[src/rtl/frs_pkg.sv]
// constants for the frequency slope protection stage
// assumes one frequency sample every SAMPLE_MS, 1 mHz per lsb
// Contract
// - pick-up happens only after the slope stays above the setting for 80 ms in a row.
// - start rises 60 ms after pick-up.
// - trip needs the average slope since pick-up to exceed the setting when the delay ends.
// - a picked-up stage releases after about 80 ms of stable frequency once the delay expired or the stage has tripped.
// - while picked up, slope wobble does not release; averaging runs from pick-up.
// - slope settings below 0.7 Hz/s get an extra floor on the operate time.
// - a minimum delay below the operate delay gives inverse time.
// - inverse trip time is setting times operate delay over the average slope.
// - trip never comes before the minimum delay.
// - four setting groups, chosen by digital input, virtual input or manual choice.
// - elapsed delay is kept as a percentage of operate time, 100 meaning trip.
// - each fault keeps its peak slope relative to the slope setting.
// - start and trip occurrences are counted for software.
package frs_pkg;
	// ---------------------------------------------------------------
	// timing, counted in samples
	// ---------------------------------------------------------------
	localparam int SAMPLE_MS = 10;
	localparam int PICKUP_MS = 80;
	localparam int START_MS = 60;
	localparam int STABLE_MS = 80;
	localparam int LOW_SLOPE_MINIMUM_DELAY_MS = 300;
	localparam logic [3:0] PICKUP_SAMPLES = 4'(PICKUP_MS / SAMPLE_MS);
	localparam logic [10:0] START_SAMPLES = 11'(START_MS / SAMPLE_MS);
	localparam logic [3:0] STABLE_SAMPLES = 4'(STABLE_MS / SAMPLE_MS);
	localparam logic [9:0] LOW_SLOPE_MINIMUM_DELAY =
		10'(LOW_SLOPE_MINIMUM_DELAY_MS / SAMPLE_MS);
	// ---------------------------------------------------------------
	// settings: slope in 0.1 Hz/s, times in samples
	// ---------------------------------------------------------------
	localparam logic [7:0] LOW_SLOPE_SET = 8'h07;
	localparam logic [7:0] SLOPE_RST = 8'h32;
	localparam logic [9:0] TOP_RST = 10'h032;
	localparam logic [9:0] MINIMUM_DELAY_RST = 10'h032;
	localparam logic [1:0] GROUP_RST = 2'h0;
	localparam int NUM_GROUPS = 4;
	localparam logic [19:0] PCT_FULL = 20'h00064;

	typedef enum logic [0:0] {
		ST_IDLE = 1'b0,
		ST_PICKED = 1'b1
	} frs_state_t;
endpackage : frs_pkg

[src/rtl/frs_stage.sv]
// frequency slope protection stage: pick-up, start, trip, records
// assumes freqIn arrives with a one-cycle sampleValid at a fixed rate
`timescale 1ns/1ns
`default_nettype none
module frs_stage
	import frs_pkg::*;
(
	input wire logic clk, // 125 MHz
	input wire logic rstn, // sync reset
	input wire logic sampleValid, // new frequency sample
	input wire logic [15:0] freqIn, // frequency, 1 mHz lsb
	input wire logic cfgWrite, // write one setting group
	input wire logic [1:0] cfgGroup, // group written
	input wire logic [7:0] cfgSlope, // slope setting, 0.1 Hz/s
	input wire logic [9:0] cfgTOp, // operate delay, samples
	input wire logic [9:0] cfgTMin, // minimum delay, samples
	input wire logic grpDigValid, // digital group select active
	input wire logic [1:0] grpDig, // digital group choice
	input wire logic grpVirtValid, // virtual group select active
	input wire logic [1:0] grpVirt, // virtual group choice
	input wire logic grpManValid, // manual group select
	input wire logic [1:0] grpMan, // manual group choice
	input wire logic startCntClr, // clear start counter
	input wire logic tripCntClr, // clear trip counter
	input wire logic startOnEvDis, // 1 disables start-on event
	input wire logic startOffEvDis, // 1 disables start-off event
	input wire logic tripOnEvDis, // 1 disables trip-on event
	input wire logic tripOffEvDis, // 1 disables trip-off event
	output logic startOut, // start signal
	output logic tripOut, // trip signal
	output logic evStartOn, // start rise event
	output logic evStartOff, // start fall event
	output logic evTripOn, // trip rise event
	output logic evTripOff, // trip fall event
	output logic [15:0] startCounter, // start occurrences
	output logic [15:0] tripCounter, // trip occurrences
	output logic [15:0] faultSlopePct, // peak slope, % of setting
	output logic [15:0] elapsedDelayPercent, // elapsed % of delay
	output logic [15:0] slopeNow, // |df| per sample
	output logic [1:0] activeGroup // group in use
);
	// ---------------------------------------------------------------
	// divider for the percentage records
	// ---------------------------------------------------------------
	function automatic logic [15:0] pctDiv(input logic [19:0] num,
		input logic [15:0] den);
		logic [20:0] rem;
		logic [19:0] quo;
		rem = '0;
		quo = '0;
		for (int i = 19; i >= 0; i--) begin
			rem = {rem[19:0], num[i]};
			if (rem >= {5'h00, den}) begin
				rem = rem - {5'h00, den};
				quo[i] = 1'b1;
			end
		end
		return (quo[19:16] != 4'h0) ? 16'hffff : quo[15:0];
	endfunction : pctDiv

	// ---------------------------------------------------------------
	// setting groups
	// ---------------------------------------------------------------
	logic [7:0] slopeSet_q [NUM_GROUPS];
	logic [9:0] tOp_q [NUM_GROUPS];
	logic [9:0] minimum_delay_q [NUM_GROUPS];
	logic [1:0] group_q, group_d;

	for (genvar g = 0; g < NUM_GROUPS; g++) begin : gGroup
		always_ff @(posedge clk) begin
			if (!rstn) begin
				slopeSet_q[g] <= SLOPE_RST;
				tOp_q[g] <= TOP_RST;
				minimum_delay_q[g] <= MINIMUM_DELAY_RST;
			end else if (cfgWrite && cfgGroup == 2'(g)) begin
				slopeSet_q[g] <= cfgSlope;
				tOp_q[g] <= cfgTOp;
				minimum_delay_q[g] <= cfgTMin;
			end
		end
	end

	// digital input outranks virtual, virtual outranks manual
	assign group_d = grpDigValid ? grpDig :
		grpVirtValid ? grpVirt : grpManValid ? grpMan : group_q;

	wire [7:0] slopeSet = slopeSet_q[group_q];
	wire [9:0] tOp = tOp_q[group_q];
	wire [9:0] tMinSet = minimum_delay_q[group_q];
	// low settings are noisy, so the operate time gets a floor
	wire lowSlope = slopeSet < LOW_SLOPE_SET;
	wire [9:0] tMinEff = (lowSlope && tMinSet < LOW_SLOPE_MINIMUM_DELAY) ?
		LOW_SLOPE_MINIMUM_DELAY : tMinSet;

	// ---------------------------------------------------------------
	// slope measurement
	// ---------------------------------------------------------------
	frs_state_t state_q, state_d;
	logic [15:0] prevFreq_q, pickFreq_q, maxSlope_q;
	logic havePrev_q;
	logic [3:0] overCnt_q, stableCnt_q;
	logic [10:0] n_q;
	logic start_q, trip_q;

	wire [15:0] diffAbs = (freqIn >= prevFreq_q) ?
		freqIn - prevFreq_q : prevFreq_q - freqIn;
	wire [15:0] devAbs = (freqIn >= pickFreq_q) ?
		freqIn - pickFreq_q : pickFreq_q - freqIn;
	wire overSet = havePrev_q && (diffAbs > {8'h00, slopeSet});
	wire sampleIdle = sampleValid && state_q == ST_IDLE;
	wire samplePick = sampleValid && state_q == ST_PICKED;
	wire [3:0] overNext = overSet ? overCnt_q + 4'h1 : 4'h0;
	wire pickupNow = sampleIdle && overNext == PICKUP_SAMPLES;
	wire [10:0] nNext = (n_q == 11'h7ff) ? n_q : n_q + 11'h001;
	wire [3:0] stableNext = overSet ? 4'h0 :
		(stableCnt_q == STABLE_SAMPLES ? stableCnt_q : stableCnt_q + 4'h1);

	// ---------------------------------------------------------------
	// trip and release decisions
	// ---------------------------------------------------------------
	// average slope dev/n beats the setting: dev > set*n; before the
	// operate delay the inverse law needs dev > set*tOp instead
	wire [10:0] tLaw = (nNext > {1'b0, tOp}) ? nNext : {1'b0, tOp};
	// widen both factors first so the product cannot wrap at 11 bits
	wire [18:0] limit = 19'(slopeSet) * 19'(tLaw);
	wire avgOver = {3'h0, devAbs} > limit;
	wire minMet = nNext >= {1'b0, tMinEff};
	wire tripNow = samplePick && !trip_q && minMet && avgOver;
	// slope wobble alone never drops the stage
	wire releaseNow = samplePick && stableNext == STABLE_SAMPLES &&
		(nNext >= {1'b0, tOp} || trip_q);
	wire startNow = samplePick && nNext >= START_SAMPLES;

	always_comb begin
		state_d = state_q;
		case (state_q)
			ST_IDLE: begin
				if (pickupNow)
					state_d = ST_PICKED;
			end
			ST_PICKED: begin
				if (releaseNow)
					state_d = ST_IDLE;
			end
			default: state_d = ST_IDLE;
		endcase
	end

	wire start_d = releaseNow ? 1'b0 : (start_q || startNow);
	wire trip_d = releaseNow ? 1'b0 : (trip_q || tripNow);
	wire [15:0] maxNext = (diffAbs > maxSlope_q) ? diffAbs : maxSlope_q;

	always_ff @(posedge clk) begin
		if (!rstn) begin
			state_q <= ST_IDLE;
			group_q <= GROUP_RST;
			prevFreq_q <= 16'h0000;
			pickFreq_q <= 16'h0000;
			havePrev_q <= 1'b0;
			overCnt_q <= 4'h0;
			stableCnt_q <= 4'h0;
			n_q <= 11'h000;
			maxSlope_q <= 16'h0000;
			start_q <= 1'b0;
			trip_q <= 1'b0;
		end else begin
			state_q <= state_d;
			group_q <= group_d;
			start_q <= start_d;
			trip_q <= trip_d;
			if (sampleValid) begin
				prevFreq_q <= freqIn;
				havePrev_q <= 1'b1;
				overCnt_q <= (state_q == ST_IDLE && !pickupNow) ?
					overNext : 4'h0;
				stableCnt_q <= samplePick ? stableNext : 4'h0;
				n_q <= samplePick ? nNext : 11'h000;
				maxSlope_q <= samplePick ? maxNext :
					(pickupNow ? diffAbs : maxSlope_q);
			end
			if (pickupNow)
				pickFreq_q <= freqIn;
		end
	end

	// ---------------------------------------------------------------
	// counters, fault record, events
	// ---------------------------------------------------------------
	logic [15:0] startCnt_q, tripCnt_q, fltPct_q, elapsed_q, slope_q;
	logic evSOn_q, evSOff_q, evTOn_q, evTOff_q;
	wire startRise = start_d && !start_q;
	wire tripRise = trip_d && !trip_q;
	// record taken when the fault ends; a trip counts as full delay
	wire [19:0] nPct = 20'(n_q * PCT_FULL);
	wire [15:0] elapsedNow = trip_q ? 16'(PCT_FULL) :
		pctDiv(nPct, {6'h00, tOp});
	wire [15:0] fltNow = pctDiv(20'(maxNext * PCT_FULL),
		{8'h00, slopeSet});

	always_ff @(posedge clk) begin
		if (!rstn) begin
			startCnt_q <= 16'h0000;
			tripCnt_q <= 16'h0000;
			fltPct_q <= 16'h0000;
			elapsed_q <= 16'h0000;
			slope_q <= 16'h0000;
			evSOn_q <= 1'b0;
			evSOff_q <= 1'b0;
			evTOn_q <= 1'b0;
			evTOff_q <= 1'b0;
		end else begin
			// a new occurrence in the clearing cycle still counts
			if (startRise)
				startCnt_q <= startCntClr ? 16'h0001 :
					startCnt_q + 16'h0001;
			else if (startCntClr)
				startCnt_q <= 16'h0000;
			if (tripRise)
				tripCnt_q <= tripCntClr ? 16'h0001 :
					tripCnt_q + 16'h0001;
			else if (tripCntClr)
				tripCnt_q <= 16'h0000;
			if (releaseNow) begin
				fltPct_q <= fltNow;
				elapsed_q <= elapsedNow;
			end
			if (sampleValid)
				slope_q <= havePrev_q ? diffAbs : 16'h0000;
			evSOn_q <= startRise && !startOnEvDis;
			evSOff_q <= !start_d && start_q && !startOffEvDis;
			evTOn_q <= tripRise && !tripOnEvDis;
			evTOff_q <= !trip_d && trip_q && !tripOffEvDis;
		end
	end

	assign startOut = start_q;
	assign tripOut = trip_q;
	assign evStartOn = evSOn_q;
	assign evStartOff = evSOff_q;
	assign evTripOn = evTOn_q;
	assign evTripOff = evTOff_q;
	assign startCounter = startCnt_q;
	assign tripCounter = tripCnt_q;
	assign faultSlopePct = fltPct_q;
	assign elapsedDelayPercent = elapsed_q;
	assign slopeNow = slope_q;
	assign activeGroup = group_q;
endmodule : frs_stage
`default_nettype wire

[config.mk]
export PLATFORM = sky130hd
export DESIGN_NAME = frs_stage
export DESIGN_NICKNAME = d
export VERILOG_FILES = /design/src/rtl/frs_pkg.sv /design/src/rtl/frs_stage.sv
export SDC_FILE = /design/constraint.sdc
export NUM_CORES = 2
export LEC_CHECK = 0
export ABC_CLOCK_PERIOD_IN_PS = 118100
export BUFFER_PORTS_ARGS = -buffer_cell sky130_fd_sc_hd__buf_2
export CAP_MARGIN = 10
export CELL_PAD_IN_SITES_DETAIL_PLACEMENT = 1
export CELL_PAD_IN_SITES_GLOBAL_PLACEMENT = 2
export CORE_MARGIN = 5
export CORE_UTILIZATION = 40
export CTS_CLUSTER_SIZE = 28
export DETAILED_ROUTE_END_ITERATION = 8
export GPL_TIMING_DRIVEN = 0
export PLACE_DENSITY_LB_ADDON = 0.12
export SLEW_MARGIN = 20
export SYNTH_ARGS = -nofsm -noshare
export SYNTH_HDL_FRONTEND = slang
export SYNTH_SLANG_ARGS = --single-unit
[constraint.sdc]
create_clock -name clk -period 118.1 [get_ports clk]
set_input_delay 5.905 -clock clk [delete_from_list [all_inputs] [get_ports clk]]
set_output_delay 5.905 -clock clk [all_outputs]
set_load 0.05 [all_outputs]
Yosys cells after proc, flatten, opt, wreduce, memory -nomap -nowiden
Memories as Yosys holds them, arrays and structs flattened. A register that Yosys moved wholly into a read port is not among the register bits.
Cells that the tools add are included.

word-level totals
  memory bits (read-only) = 0
  register bits after elaboration = 157
  bits in latches = 0
  memories kept = 3
  RAM bits = 112

memories
  name             depth  bits a word  rd ports  clocked after Yosys merged registers in  write ports  line             RTL
  minimum_delay_q  4      10           1         1                                        4            frs_stage.sv:66  logic [9:0] minimum_delay_q [NUM_GROUPS];
  tOp_q            4      10           1         1                                        4            frs_stage.sv:65  logic [9:0] tOp_q [NUM_GROUPS];
  slopeSet_q       4      8            1         1                                        4            frs_stage.sv:64  logic [7:0] slopeSet_q [NUM_GROUPS];

cells by class
  eq/ne operators = 7
  magnitude comparators = 51
  add/subtract/negate cells = 47
  bitwise operators = 13
  mux-type cells = 141
  divide/modulo/power cells = 0
  shift operators = 0
  multiply operators = 3
  reduce and logical (&&, ||, !) cells = 44

operators by type and width
  kind                   number
  $mux 20                38
  $ge 21x10->1           19
  $ge 21x8->1            19
  $sub 20x10->20         18
  $sub 20x8->20          18
  $mux 16                15
  $mux 10                9
  $sub 16x16->16         4
  $mux 1                 57
  $mux 11                3
  $add 16x1->16 const B  2
  $ge 16x16->1           2
  $mux 8                 4
  $logic_and 1x1->1      24
  $ge 11x10->1           2
  $mux 4                 5
  $gt 16x19->1           1
  $mul 8x11->19          1
  $mul 16x5->18 const B  1
  $mux 2                 9
  $gt 16x16->1           1
  $gt 16x8->1            1
  $mul 11x5->16 const B  1
  $eq 4x4->1 const B     3
  23 further kinds       49

Logic depth before layout (Yosys ltp)
  depth after elaboration = 46
  depth in mapped cells = 341
  depth with buffers taken out = 313

Least setup slack after synthesis
OpenSTA, ideal clock, no wires.

  path type = input to register
  start point = input port freqIn[0]
  end point = register fltPct_q[0] (netlist: faultSlopePct[0])
  setup slack = 51.902 ns
  required time = 117.981 ns
  buffers on the path = 28
  data arrival time = 66.079 ns
  library setup time = 0.119 ns
  stages on the path = 332
  cells stage by stage = inv_1 -> ha_1 -> inv_1 -> fa_1 -> a21o_1 -> a21o_1 -> a21oi_1 -> o211ai_1 -> a41o_1 -> buf_1 -> o311ai_0 -> nand2_1 -> a31oi_1 -> o21bai_1 -> a21oi_1 -> xnor2_1 -> ha_1 -> nand4_1 -> [... 296 more ...] -> nand2_1 -> nand4b_1 -> nor2_1 -> nand2_2 -> mux2_2 -> ha_1 -> a21oi_1 -> nor2b_1 -> o21ai_0 -> a21boi_0 -> o21ai_0 -> nand2b_1 -> a21oi_1 -> o2111ai_1 -> a221o_1 -> nor3_1 -> o2111ai_1 -> o221a_1

between the ends
  word-level cells in the longest chain between the ends = 46
  elaborated cells on any way between the ends = 78

RTL lines
  what                                            line                                RTL
  start, declared                                 frs_stage.sv:11                     input wire logic [15:0] freqIn,
  $sub 16x16->16 or $ge 16x16->1 (tied branches)  frs_stage.sv:106, frs_stage.sv:105
  $mux 16 (*)                                     frs_stage.sv:105                    wire [15:0] diffAbs = (freqIn >= prevFreq_q) ?
  $gt 16x16->1                                    frs_stage.sv:151                    wire [15:0] maxNext = (diffAbs > maxSlope_q) ? diffAbs : maxSlope_q;
  $mux 16                                         frs_stage.sv:151
  $mul 16x5->18                                   frs_stage.sv:197                    wire [15:0] fltNow = pctDiv(20'(maxNext * PCT_FULL),
  $sub 1x8->9 or $ge 1x8->1 (tied branches)       frs_stage.sv:54, frs_stage.sv:53
  $mux 20                                         frs_stage.sv:53                     if (rem >= {5'h00, den}) begin
  $sub 20x8->20 or $ge 21x8->1 (tied branches)    frs_stage.sv:54, frs_stage.sv:53
  [... 30 more ...]                               -
  $mux 20                                         frs_stage.sv:53
  $sub 20x8->20 or $ge 21x8->1 (tied branches)    frs_stage.sv:54, frs_stage.sv:53
  $mux 20                                         frs_stage.sv:53
  $sub 20x8->20 or $ge 21x8->1 (tied branches)    frs_stage.sv:54, frs_stage.sv:53
  $mux 20                                         frs_stage.sv:53
  $ge 21x8->1                                     frs_stage.sv:53
  $mux 1                                          frs_stage.sv:53
  $mux 16                                         frs_stage.sv:58                     return (quo[19:16] != 4'h0) ? 16'hffff : quo[15:0];
  end signal, assigned                            frs_stage.sv:224                    fltPct_q <= fltNow;
  end, declared                                   frs_stage.sv:189                    logic [15:0] startCnt_q, tripCnt_q, fltPct_q, elapsed_q, slope_q;

Every way passes the cells marked *; elsewhere a longest branch is shown, timed or not.
A chain may end at the register's enable or synchronous reset.

Final worst setup path
  start point = input port freqIn[6]
  end point = register fltPct_q[0] (netlist: faultSlopePct[0])

Same word-level chain as after synthesis.

==> impl_metrics.xml <==
<?xml version="1.0" encoding="UTF-8"?>
<metrics>
  <group name="status">
    <metric name="outcome" unit="">complete, no violations</metric>
  </group>
  <group name="critical_path">
    <metric name="worst_path_largest_cell_delay" unit="ns">0.88</metric>
    <metric name="end_kind" unit="">flop</metric>
    <metric name="cp_top_family" unit="">compound AO/OA/AOI/OAI gates</metric>
    <metric name="cp_num_buf_inv" unit="">44</metric>
    <metric name="cp_data_required_time" unit="ns">118.55</metric>
    <metric name="crit_type" unit="">in -&gt; reg</metric>
    <metric name="arrival_time_worst_endpoint" unit="ns">82.69</metric>
    <metric name="worst_setup_path_start_kind" unit="">input port</metric>
    <metric name="cpMaxStageDelayCell" unit="">nor2_1</metric>
    <metric name="cpMostUsedCell" unit="">a21o_1</metric>
    <metric name="ff2ff_path_depth" unit="">328</metric>
    <metric name="crit_path_max_fanout" unit="">10</metric>
    <metric name="worst-path-stages" unit="">330</metric>
  </group>
  <group name="synthesis">
    <metric name="synth_seq_area_share" unit="">0.119</metric>
    <metric name="synth-main-ff-cell" unit="">dfxtp_1</metric>
    <metric name="post_synth_edffs" unit="">112</metric>
    <metric name="synthesis.area" unit="um^2">54800</metric>
    <metric name="synthesis.instances" unit="">7096</metric>
    <metric name="synthesis.area_per_instance" unit="um^2">7.72</metric>
    <metric name="synth_seq_cells" unit="">271</metric>
    <metric name="synth_fp_nets" unit="">7857</metric>
    <metric name="synth_async_sr_flop_share" unit="">0</metric>
    <metric name="ys_types" unit="">185</metric>
    <metric name="yosys_warnings" unit="">0</metric>
  </group>
  <group name="place">
    <metric name="detailedPlacementHpwl" unit="um">163000</metric>
    <metric name="gp_congestion" unit="">0.897</metric>
    <metric name="io_buffers" unit="">152</metric>
    <metric name="place_ws" unit="ns">36.13</metric>
  </group>
  <group name="layout">
    <metric name="area.growth.synth_to_final" unit="%">8.21</metric>
    <metric name="largest_registers" unit="">minimum_delay_q x40, tOp_q x40, slopeSet_q x32</metric>
    <metric name="final_layout_size_suffix_gt1_frac" unit="">0.116</metric>
    <metric name="area.sequential" unit="um^2">6550</metric>
    <metric name="n_fill_cell" unit="">16900</metric>
    <metric name="final_nets" unit="">8059</metric>
    <metric name="layout_common_cells" unit="">nor2_1 (625), ha_1 (587), a21oi_1 (543)</metric>
    <metric name="leading_cell_type_in_the_layout_fill_and_taps_excluded" unit="">nor2_1</metric>
    <metric name="utilization" unit="">0.437</metric>
    <metric name="multiInputGateArea" unit="um^2">45300</metric>
  </group>
  <group name="sta">
    <metric name="final.setup.tns" unit="ns">0</metric>
    <metric name="finClkSkew" unit="ns">0.0394</metric>
    <metric name="max_clock_freq" unit="MHz">12.2</metric>
    <metric name="finalCritPeriodShare" unit="">0.696</metric>
    <metric name="setup_slack_of_the_critical_path_after_layout" unit="ns">35.86</metric>
    <metric name="timing_hold_violations_final" unit="">0</metric>
    <metric name="timing.final.max_slew_violations" unit="">0</metric>
    <metric name="timing.final.crit_period" unit="ns">82.24</metric>
    <metric name="final-setup-viol-count" unit="">0</metric>
    <metric name="tightestPinTransition" unit="ns">1.27</metric>
    <metric name="timing.slew.headroom" unit="">0.155</metric>
    <metric name="holdWs" unit="ns">0.459</metric>
    <metric name="grt_setup_unrepaired" unit="">no</metric>
  </group>
  <group name="detailed_routing">
    <metric name="first_iter_violations" unit="">3030</metric>
    <metric name="drc" unit="">0</metric>
    <metric name="drtAntennaViolNets" unit="">0</metric>
    <metric name="drt_pre_antenna_iters" unit="">5</metric>
    <metric name="finalWirelength" unit="um">200000</metric>
    <metric name="routed_via_count_divided_by_cell_count" unit="">5.99</metric>
    <metric name="routed_wire_length_per_instance" unit="um">22.0</metric>
    <metric name="vias" unit="">54500</metric>
  </group>
  <group name="die">
    <metric name="core-area" unit="um^2">136000</metric>
    <metric name="die_h" unit="um">380</metric>
    <metric name="io_pins" unit="">153</metric>
    <metric name="floorplan.initialDensity" unit="">0.404</metric>
    <metric name="fp.dieW" unit="um">380</metric>
    <metric name="die_area" unit="um^2">145000</metric>
    <metric name="floorplan.rows" unit="">135</metric>
  </group>
  <group name="clock_network">
    <metric name="cts_htree_levels" unit="">2</metric>
    <metric name="ctsRootBufferMaster" unit="">clkbuf_16</metric>
    <metric name="cts-hold-fix-buffers" unit="">0</metric>
    <metric name="tritoncts" unit="">done</metric>
    <metric name="clock_slew_at_the_register_clock_pins_of_the_worst_setup_and_hold_paths" unit="ns">0.06</metric>
    <metric name="worstSkewPairLatency" unit="ns">0.59</metric>
    <metric name="ctsResizeCount" unit="">0</metric>
    <metric name="cts_made_buffers" unit="">34</metric>
    <metric name="tritoncts_num_sinks" unit="">271</metric>
    <metric name="ctsLongestPathBuffers" unit="">3</metric>
    <metric name="postCtsSetupRepairBufs" unit="">0</metric>
  </group>
  <group name="hold_path">
    <metric name="hold_depth" unit="">2</metric>
    <metric name="timing.hold.worst.class" unit="">reg -&gt; reg</metric>
  </group>
  <group name="global_route">
    <metric name="largest_net_degree_at_the_start_of_global_routing" unit="">29</metric>
    <metric name="track_usage" unit="">0.266</metric>
    <metric name="global_route.overflow_total" unit="">0</metric>
    <metric name="grt_antenna_before_repair" unit="">14</metric>
    <metric name="vias_in_the_first_global_route" unit="">55900</metric>
    <metric name="grt_first_pass_wirelength" unit="um">319000</metric>
  </group>
  <group name="run">
    <metric name="cap_viol_max_count" unit="">0</metric>
  </group>
</metrics>
cell usage after synthesis (all sizes together), types with 22 or more instances:
cell type  count  share of area
o31a          26         0.0043
a31oi         81         0.0095
nand2b       161          0.019
mux2i        129          0.024
or2           67         0.0078
o21ai        466          0.044
nor4          65          0.011
clkbuf       154          0.015
or3           77         0.0096
a2111oi       23         0.0055
o211a         22         0.0042
and2         170          0.020
buf           65         0.0094
nand2        539          0.037
nand4        130          0.015
a211o         32         0.0053
inv          444          0.030
nor2b        120          0.014
fa           109          0.040
nor2         633          0.044
xor2         152          0.025
dfxtp        159          0.058
xnor2        301          0.049
o21bai        61         0.0085
edfxtp       112          0.061
o211ai        76          0.012
mux2          70          0.014
or4           23         0.0034
and3          69         0.0082
a21o         287          0.040
a22oi         36         0.0049
o21a          78          0.011
nand3        198          0.019
o22ai         28         0.0037
a21oi        557          0.052
o31ai         79          0.012
ha           587           0.13
and4          31         0.0053
a21boi        46         0.0066
nor3         189          0.020
a211oi        87          0.013
mux4          25          0.011
cell families after synthesis:
logic type	Yosys count	synth area share
mux	224	0.0495
fa+ha+maj	696	0.174
xor+xnor	456	0.0743
buf+inv	668	0.0549
simple gates	2553	0.248
flops	271	0.119
compound gates	2228	0.281
metal layers:
metal | up-vias | wire length [um] | track usage
li1 | 26600 | - | -
met1 | 26900 | 102000 | 0.393
met2 | 839 | 89200 | 0.436
met3 | 140 | 6970 | 0.0199
met4 | 8 | 2450 | 0.0338
met5 | - | 42 | 0
path summary, 6_finish.rpt:
path,from,endpoint,slack [ns]
setup reg to reg,prevFreq_q[6],faultSlopePct[0],41.14
hold / removal,elapsedDelayPercent[0],elapsedDelayPercent[0],0.46
setup / recovery,freqIn[6],faultSlopePct[0],35.86
hold reg to reg,elapsedDelayPercent[0],elapsedDelayPercent[0],0.46
tightest hold or removal path: cells and delay by family (launching register included):
kind	cells	cell delay, ns
and+or+nand+nor	1	0.05
DFF	1	0.30
AOI/OAI and AO/OA	1	0.05
area by class of cell:
class,count,share of cell area
clock buffer,42,0.0153
sequential,271,0.110
clock inverter,19,0.00413
inverter,448,0.0284
timing repair buffer,166,0.0173
multi-input combinational,6157,0.764
buffer,220,0.0224
antenna,5,0.000211
tap,1781,0.0376
metrics by stage:
| step | std cells | area, um^2 |
|---|---|---|
| CTS | 9104 | 59300 |
| global route | 9105 | 59300 |
| finish | 9109 | 59300 |
| detailed placement | 9043 | 58100 |
| floorplan | 7096 | 54800 |
| global placement | 9029 | 57800 |
Power is left out: the tool's default activity adds up to more than one toggle a clock period on the data nets, which glitch-free logic cannot reach.
